==> config.mk <==
export PLATFORM = sky130hd
export DESIGN_NAME = tscr_regs
export DESIGN_NICKNAME = d
export VERILOG_FILES = /design/src/hw/tscr_pkg.sv /design/src/hw/tscr_regs.sv /design/src/hw/tscr_osc_counter.sv
export SDC_FILE = /design/constraint.sdc
export NUM_CORES = 1
export LEC_CHECK = 0
export ABC_AREA = 0
export BUFFER_PORTS_ARGS = -buffer_cell sky130_fd_sc_hd__buf_2
export CAP_MARGIN = 20
export CORE_ASPECT_RATIO = 2
export CORE_UTILIZATION = 50
export CTS_CLUSTER_DIAMETER = 200
export DETAILED_ROUTE_END_ITERATION = 16
export GPL_TIMING_DRIVEN = 0
export PLACE_DENSITY = 0.75
export SLEW_MARGIN = 30
export SYNTH_ARGS = -nofsm -noshare
export SYNTH_HDL_FRONTEND = slang
export SYNTH_HIERARCHICAL = 1
export SYNTH_SLANG_ARGS = --single-unit
==> constraint.sdc <==
create_clock -name clk_i -period 4.5 [get_ports clk_i]
set_input_delay 0.675 -clock clk_i [delete_from_list [all_inputs] [get_ports clk_i]]
set_output_delay 0.675 -clock clk_i [all_outputs]
set_load 0.05 [all_outputs]
==> src/hw/tscr_pkg.sv <==
// Register numbers, field layouts and reset values of the tile status bank
package tscr_pkg;
	localparam logic [7:0] NUM_VEC_BASE = 8'h01;
	localparam logic [7:0] NUM_TILE_CTRL = 8'h02;
	localparam logic [7:0] NUM_BOOT_STATE = 8'h03;
	localparam logic [7:0] NUM_PROTECT = 8'h05;
	localparam logic [7:0] NUM_OSC_RUN = 8'h06;
	localparam logic [7:0] NUM_OSC_CNT0 = 8'h07;
	localparam logic [7:0] NUM_OSC_CNT1 = 8'h08;
	localparam logic [7:0] NUM_OSC_CNT2 = 8'h09;
	localparam logic [7:0] NUM_OSC_CNT3 = 8'h0a;

	localparam logic [31:0] VEC_MASK = 32'hfff8_0000;
	localparam logic [31:0] VEC_RST = 32'h0000_0000;
	localparam int VEC_HI_LSB = 16;

	localparam int CTRL_EXTMEM_ON = 0;
	localparam int CTRL_PLL_DIV = 4;
	localparam int CTRL_MIPI_ON = 8;
	localparam int CTRL_MEM_SLEEP = 9;
	localparam int CTRL_RAM_OFF = 10;
	localparam int CTRL_SIZE_LSB = 11;
	localparam logic [31:0] CTRL_MASK = 32'h0000_1f11;
	localparam logic [31:0] CTRL_RST = 32'h0000_1800;

	localparam int BOOT_PLL_LSB = 0;
	localparam int BOOT_JTAG = 2;
	localparam int BOOT_RAM = 3;
	localparam int BOOT_NO_POLL = 4;
	localparam int BOOT_OVERRIDE = 8;
	localparam int BOOT_PROC_LSB = 16;

	localparam int PROT_DEBUG_TAP = 0;
	localparam int PROT_PLL_JTAG = 4;
	localparam int PROT_OTP_BOOT = 5;
	localparam int PROT_OTP_MERGE = 7;
	localparam int PROT_OTP_PROG = 8;
	localparam int PROT_OTP_READ = 9;
	localparam int PROT_GLOBAL_DBG = 14;
	localparam int PROT_LOCK = 31;
	localparam logic [31:0] PROT_MASK = 32'h8000_43b1;
	localparam logic [31:0] PROT_RST = 32'h0000_0000;

	localparam int RUN_PERIPH = 0;
	localparam int RUN_CORE = 1;
	localparam logic [31:0] RUN_MASK = 32'h0000_0003;
	localparam logic [31:0] RUN_RST = 32'h0000_0000;

	localparam int CNT_W = 16;
	localparam int OSC_N = 4;
	localparam int OSC_SETTLE_CYC = 10;

	// Keep only the implemented bits of a written word
	function automatic logic [31:0] keep_bits(input logic [31:0] w,
		input logic [31:0] m);
		keep_bits = w & m;
	endfunction
endpackage

==> src/hw/tscr_regs.sv <==
// Tile status and control register bank
`timescale 1ns/1ps
module tscr_regs (
	input wire logic clk_i,
	input wire logic reset_i,
	input wire logic ps_wr_i,
	input wire logic ps_rd_i,
	input wire logic [7:0] ps_num_i,
	input wire logic [31:0] ps_wdata_i,
	output logic [31:0] ps_rdata_o,
	output logic ps_rvalid_o,
	output logic ps_werr_o,
	input wire logic ev_take_i,
	input wire logic [15:0] ev_vector_i,
	output logic [31:0] ev_target_o,
	output logic ev_target_valid_o,
	input wire logic [7:0] boot_proc_num_i,
	input wire logic boot_mode_override_i,
	input wire logic boot_no_otp_poll_i,
	input wire logic boot_from_ram_i,
	input wire logic boot_from_jtag_i,
	input wire logic [1:0] boot_pll_pin_state_i,
	input wire logic otp_load_i,
	input wire logic [31:0] otp_word_i,
	input wire logic [3:0] osc_line_i,
	output logic [1:0] extmem_size_o,
	output logic ram_shutdown_o,
	output logic mem_autosleep_o,
	output logic mipi_ports_on_o,
	output logic pll_divider_on_o,
	output logic extmem_on_o,
	output logic block_global_debug_o,
	output logic block_pll_boot_jtag_o,
	output logic block_debug_tap_o,
	output logic block_otp_reads_o,
	output logic block_otp_program_o,
	output logic otp_single_space_o,
	output logic force_otp_boot_o,
	output logic protection_write_lock_o,
	output logic core_oscillator_run_o,
	output logic peripheral_oscillator_run_o
);
	logic [31:0] vec_r;
	logic [31:0] ctrl_r;
	logic [31:0] boot_r;
	logic [31:0] prot_r;
	logic [31:0] run_r;
	logic [31:0] rdata_r;
	logic [31:0] rdata_nxt;
	logic rvalid_r;
	logic werr_r;
	logic werr_nxt;
	logic [31:0] target_r;
	logic target_valid_r;
	logic [3:0] osc_run;
	logic [tscr_pkg::CNT_W-1:0] osc_cnt [tscr_pkg::OSC_N];
	logic wr_vec;
	logic wr_ctrl;
	logic wr_prot;
	logic wr_run;

	assign wr_vec = ps_wr_i && (ps_num_i == tscr_pkg::NUM_VEC_BASE);
	assign wr_ctrl = ps_wr_i && (ps_num_i == tscr_pkg::NUM_TILE_CTRL);
	assign wr_prot = ps_wr_i && (ps_num_i == tscr_pkg::NUM_PROTECT);
	assign wr_run = ps_wr_i && (ps_num_i == tscr_pkg::NUM_OSC_RUN);

	// Vector base
	always_ff @(posedge clk_i) begin
		if (reset_i) begin
			vec_r <= tscr_pkg::VEC_RST;
		end else if (wr_vec) begin
			vec_r <= tscr_pkg::keep_bits(ps_wdata_i, tscr_pkg::VEC_MASK);
		end
	end

	// Branch target for a taken event or interrupt
	always_ff @(posedge clk_i) begin
		if (reset_i) begin
			target_r <= 32'h0000_0000;
			target_valid_r <= 1'b0;
		end else begin
			target_valid_r <= ev_take_i;
			if (ev_take_i) begin
				target_r <= {vec_r[31:tscr_pkg::VEC_HI_LSB], ev_vector_i};
			end
		end
	end

	// Tile feature control
	always_ff @(posedge clk_i) begin
		if (reset_i) begin
			ctrl_r <= tscr_pkg::CTRL_RST;
		end else if (wr_ctrl) begin
			ctrl_r <= tscr_pkg::keep_bits(ps_wdata_i, tscr_pkg::CTRL_MASK);
		end
	end

	// Boot state is caught from the straps while reset is held
	always_ff @(posedge clk_i) begin
		if (reset_i) begin
			boot_r <= 32'h0000_0000;
			boot_r[tscr_pkg::BOOT_PROC_LSB +: 8] <= boot_proc_num_i;
			boot_r[tscr_pkg::BOOT_OVERRIDE] <= boot_mode_override_i;
			boot_r[tscr_pkg::BOOT_NO_POLL] <= boot_no_otp_poll_i;
			boot_r[tscr_pkg::BOOT_RAM] <= boot_from_ram_i;
			boot_r[tscr_pkg::BOOT_JTAG] <= boot_from_jtag_i;
			boot_r[tscr_pkg::BOOT_PLL_LSB +: 2] <= boot_pll_pin_state_i;
		end
	end

	// Protection settings: OTP load wins over a software write
	always_ff @(posedge clk_i) begin
		if (reset_i) begin
			prot_r <= tscr_pkg::PROT_RST;
		end else if (otp_load_i) begin
			prot_r <= tscr_pkg::keep_bits(otp_word_i, tscr_pkg::PROT_MASK);
		end else if (wr_prot && !prot_r[tscr_pkg::PROT_LOCK]) begin
			prot_r <= tscr_pkg::keep_bits(ps_wdata_i, tscr_pkg::PROT_MASK);
		end
	end

	// Oscillator run control
	always_ff @(posedge clk_i) begin
		if (reset_i) begin
			run_r <= tscr_pkg::RUN_RST;
		end else if (wr_run) begin
			run_r <= tscr_pkg::keep_bits(ps_wdata_i, tscr_pkg::RUN_MASK);
		end
	end

	// Counters 0 and 1 sit in the tile, 2 and 3 in the peripheral area
	assign osc_run = {{2{run_r[tscr_pkg::RUN_PERIPH]}}, {2{run_r[tscr_pkg::RUN_CORE]}}};

	for (genvar g = 0; g < tscr_pkg::OSC_N; g++) begin : g_osc
		tscr_osc_counter u_cnt (
			.clk_i(clk_i),
			.run_i(osc_run[g]),
			.osc_i(osc_line_i[g]),
			.count_o(osc_cnt[g])
		);
	end

	// Read mux; unmapped numbers read zero
	always_comb begin
		rdata_nxt = 32'h0000_0000;
		unique case (ps_num_i)
			tscr_pkg::NUM_VEC_BASE: rdata_nxt = vec_r;
			tscr_pkg::NUM_TILE_CTRL: rdata_nxt = ctrl_r;
			tscr_pkg::NUM_BOOT_STATE: rdata_nxt = boot_r;
			tscr_pkg::NUM_PROTECT: rdata_nxt = prot_r;
			tscr_pkg::NUM_OSC_RUN: rdata_nxt = run_r;
			tscr_pkg::NUM_OSC_CNT0: rdata_nxt = {16'h0000, osc_cnt[0]};
			tscr_pkg::NUM_OSC_CNT1: rdata_nxt = {16'h0000, osc_cnt[1]};
			tscr_pkg::NUM_OSC_CNT2: rdata_nxt = {16'h0000, osc_cnt[2]};
			tscr_pkg::NUM_OSC_CNT3: rdata_nxt = {16'h0000, osc_cnt[3]};
			default: rdata_nxt = 32'h0000_0000;
		endcase
	end

	// A write to a read-only, unmapped or locked register is refused
	always_comb begin
		werr_nxt = 1'b0;
		if (ps_wr_i) begin
			werr_nxt = !(wr_vec || wr_ctrl || wr_run || wr_prot);
			if (wr_prot && prot_r[tscr_pkg::PROT_LOCK] && !otp_load_i) begin
				werr_nxt = 1'b1;
			end
		end
	end

	always_ff @(posedge clk_i) begin
		if (reset_i) begin
			rdata_r <= 32'h0000_0000;
			rvalid_r <= 1'b0;
			werr_r <= 1'b0;
		end else begin
			rvalid_r <= ps_rd_i;
			werr_r <= werr_nxt;
			if (ps_rd_i) begin
				rdata_r <= rdata_nxt;
			end
		end
	end

	assign ps_rdata_o = rdata_r;
	assign ps_rvalid_o = rvalid_r;
	assign ps_werr_o = werr_r;
	assign ev_target_o = target_r;
	assign ev_target_valid_o = target_valid_r;

	assign extmem_size_o = ctrl_r[tscr_pkg::CTRL_SIZE_LSB +: 2];
	assign ram_shutdown_o = ctrl_r[tscr_pkg::CTRL_RAM_OFF];
	assign mem_autosleep_o = ctrl_r[tscr_pkg::CTRL_MEM_SLEEP];
	assign mipi_ports_on_o = ctrl_r[tscr_pkg::CTRL_MIPI_ON];
	assign pll_divider_on_o = ctrl_r[tscr_pkg::CTRL_PLL_DIV];
	assign extmem_on_o = ctrl_r[tscr_pkg::CTRL_EXTMEM_ON];

	assign block_global_debug_o = prot_r[tscr_pkg::PROT_GLOBAL_DBG];
	assign block_pll_boot_jtag_o = prot_r[tscr_pkg::PROT_PLL_JTAG];
	assign block_debug_tap_o = prot_r[tscr_pkg::PROT_DEBUG_TAP];
	assign block_otp_reads_o = prot_r[tscr_pkg::PROT_OTP_READ];
	assign block_otp_program_o = prot_r[tscr_pkg::PROT_OTP_PROG];
	assign otp_single_space_o = prot_r[tscr_pkg::PROT_OTP_MERGE];
	assign force_otp_boot_o = prot_r[tscr_pkg::PROT_OTP_BOOT];
	assign protection_write_lock_o = prot_r[tscr_pkg::PROT_LOCK];

	assign core_oscillator_run_o = run_r[tscr_pkg::RUN_CORE];
	assign peripheral_oscillator_run_o = run_r[tscr_pkg::RUN_PERIPH];
endmodule // tscr_regs

==> src/hw/tscr_osc_counter.sv <==
// One ring oscillator counter, counted in the core clock domain
`timescale 1ns/1ps
module tscr_osc_counter (
	input wire logic clk_i,
	input wire logic run_i,
	input wire logic osc_i,
	output logic [tscr_pkg::CNT_W-1:0] count_o
);
	logic sync1_r;
	logic sync2_r;
	logic last_r;
	// Power-up count is zero; a system reset leaves it alone
	logic [tscr_pkg::CNT_W-1:0] count_r = {tscr_pkg::CNT_W{1'b0}};
	logic [tscr_pkg::CNT_W-1:0] count_nxt;

	// Two-stage synchroniser on the free-running oscillator line
	always_ff @(posedge clk_i) begin
		sync1_r <= osc_i;
		sync2_r <= sync1_r;
		last_r <= sync2_r;
	end

	always_comb begin
		count_nxt = count_r;
		if (run_i && sync2_r && !last_r) begin
			count_nxt = count_r + {{(tscr_pkg::CNT_W-1){1'b0}}, 1'b1};
		end
	end

	// No reset here: the count survives a system reset
	always_ff @(posedge clk_i) begin
		count_r <= count_nxt;
	end

	assign count_o = count_r;
endmodule // tscr_osc_counter

==> results.ini <==
[status]
outcome=finished, final reports clean

[die]
die_y_um=185
core_mm2=0.0163
fp.dieW_um=93.4
rows=66
ios=196
die_area_mm2=0.0173
initial_utilization_pct=51.4

[worst_hold_path]
whs_path_depth=0
hold_path.class=flop to flop

[timing]
post-route-period-util_pct=50.6
finalCriticalPeriod_ns=2.28
rsz0062_at_grt=no
slew_headroom_pct=41.0
tns_ns=0
tightest_slew_ns=0.885
fin_worst_skew_ns=0.00876
hold_violations=0
setup_violations=0
slew_viol_final=0
fmaxAchievable_mhz=439

[finish]
layout.nets=1039
utilization_pct=61.3
areaGrowthSynthToFinish_pct=19.4
diodes=0
drive_gt1_share_pct=27.4

[route]
dr_total_vias=6550
drtIter0Drc=404
drt-pass1-iter-count=6
wl_per_cell_um=20.5
avgViaCountPerCell=5.75
ant_nets=0
drcViolationCount=0
wl_mm=23.3

[yosys]
synth_edf_count=78
yosysSeqAreaShare_pct=53.4
synth_cell_type_count=64
avgSynthCellArea_um2=11.2
synth_flop_cell=dfxtp_1
netlist_instances=744
netlist_area_mm2=0.00836
async_flop_share_pct=0
synth_warnings=6
synth-seq-cells=184

[clock_network]
cts_made_buffers=17
cts_buffer_depth=2
root_buffer=clkbuf_16
cts_resized=0
cts_tree=built
clock-sinks=184
post_cts_buffers=0
clk_pin_slew_ns=0.06
clock_latency_ns=0.43
cts_hold_buf=0
cts.htree.levels=4

[setup_path]
cp.required_ns=4.78
crit_arrival_ns=2.56
crit_chain=buf_2 > clkbuf_1 > clkbuf_1 > clkbuf_1 > nor3b_1
crit_fanout=15
critPathSlowestCell=clkbuf_1
critPathKind=input port to flop
slowest_delay_ns=0.55
crit_path_end_kind=flop
worst_setup_path_start_kind=input port
crit_top_cell=clkbuf_1
reg2reg_depth=4

[grt]
grt_usage_pct=28.1
antenna_found_initial=0
grt_pass1_wl_mm=35.8
overflow=0
grt_max_degree=17
grt_pass1_vias=6616

[pwr]
leakage_uw=0.00416
ir_worst_vdd_v=0.000291
powerDensity_mw_per_mm2=344

[job]
max-cap-violations=0

[placed_design]
gp_routability_congestion=0.922
place_hpwl_mm=18.1
place.port_buffers=157

[where the power goes]
group | leakage [uW] | switching [uW] | internal (uW)
clock | 0.000271 | 646 | 743
combinational | 0.00231 | 178 | 85.9
sequential | 0.00159 | 17.7 | 1760
[registers in the layout, summed over array words and instances, names as in the netlist]
signal and count:
ev_target_valid_o 1, ev_target_o 29, run_r 2, ps_rdata_o 32, ctrl_r 7, g_osc.u_cnt/last_r 4, ps_rvalid_o 1, g_osc.u_cnt/sync1_r 4
g_osc.u_cnt/count_o 64, boot_r 14, prot_r 8, g_osc.u_cnt/sync2_r 4, vec_r 13, ps_werr_o 1
[per-layer routing]
metal  global-route usage, %  part of all wire, %  up-vias
met5                       0                    0        -
met4                    16.9                  5.6        0
met3                    5.21                  5.5       64
met2                    52.9                   55      281
met1                    27.8                   34     3136
li1                        -                    -     3069
[cells by family after synthesis]
group	share of synthesized area, %
AO/OA/AOI/OAI	8.23
XOR/XNOR	5.87
AND/OR/NAND/NOR	18.3
adder cells (fa/ha/maj)	0.599
other	0.0449
multiplexers	10.2
buffers and inverters	3.35
flip-flops	53.4
[layout by cell type, fill, tap and decap left out, types with 4 or more instances in the layout]
master / synthesis / final
buf_2: 11 / 168
dfxtp_1: 106 / 106
nor2_1: 91 / 87
edfxtp_1: 78 / 78
mux2i_1: 67 / 67
xor2_1: 40 / 40
nand2_1: 36 / 36
clkbuf_1: 25 / 26
nand3_1: 25 / 25
a21oi_1: 20 / 20
nor2b_1: 19 / 19
inv_1: 18 / 18
nand4_1: 18 / 18
clkbuf_16: 0 / 18
mux2_2: 16 / 16
nor4_2: 16 / 16
nor3_1: 16 / 16
xnor2_1: 16 / 16
a22o_1: 10 / 10
buf_4: 8 / 8
a211oi_1: 8 / 8
a32oi_1: 6 / 6
and4_1: 6 / 6
nor2_2: 1 / 5
a211o_1: 5 / 5
and2_1: 5 / 5
nor3b_1: 4 / 4
clkinv_4: 0 / 4
nand4_4: 4 / 4
ha_1: 4 / 4
[synthesized netlist by cell type, types with 18 or more instances]
| library cell | n | area (um2) |
|---|---|---|
| dfxtp_1 | 106 | 2120 |
| nor2_1 | 91 | 342 |
| edfxtp_1 | 78 | 2340 |
| mux2i_1 | 67 | 671 |
| xor2_1 | 40 | 350 |
| nand2_1 | 36 | 135 |
| clkbuf_1 | 25 | 93.8 |
| nand3_1 | 25 | 125 |
| a21oi_1 | 20 | 100 |
| nor2b_1 | 19 | 119 |
| inv_1 | 18 | 67.6 |
| nand4_1 | 18 | 113 |
[area by class of cell]
class	instances	area (um2)
buffer	45	213
clock buffer	19	454
clock inverter	13	93.8
fill	1331	6290
inverter	18	67.6
multi-input combinational	499	3630
sequential	184	4460
tap	204	255
timing repair buffer	158	797
[critical path, delay by kind of cell]
kind,cells,cell delay [ns]
buffers and inverters,4,1.73
and+or+nand+nor,1,0.15
[per-stage QoR]
stage	setup slack (ns)	hold WS [ns]	total power [uW]	cell area, um2	std cells
after CTS	2.25	0.328	3450	9980	1140
after global placement	1.81	0.312	2070	9410	1107
after global routing	2.13	0.336	3520	9980	1140
final	2.22	0.327	3430	9980	1140
after detailed placement	1.79	0.312	2080	9430	1108
after floorplan	2.56	0.310	1970	8370	746
[path summary, 6_finish.rpt]
| path | from | to | slack, ns |
|---|---|---|---|
| worst max register to register | g_osc[0].u_cnt/count_o[3] | ps_rdata_o[3] | 2.78 |
| worst max-delay path | reset_i | ps_werr_o | 2.22 |
| worst min-delay path | g_osc[3].u_cnt/sync1_r | g_osc[3].u_cnt/sync2_r | 0.33 |
| worst min register to register | g_osc[3].u_cnt/sync1_r | g_osc[3].u_cnt/sync2_r | 0.33 |
No activity file was read; power rests on OpenSTA's default activity.
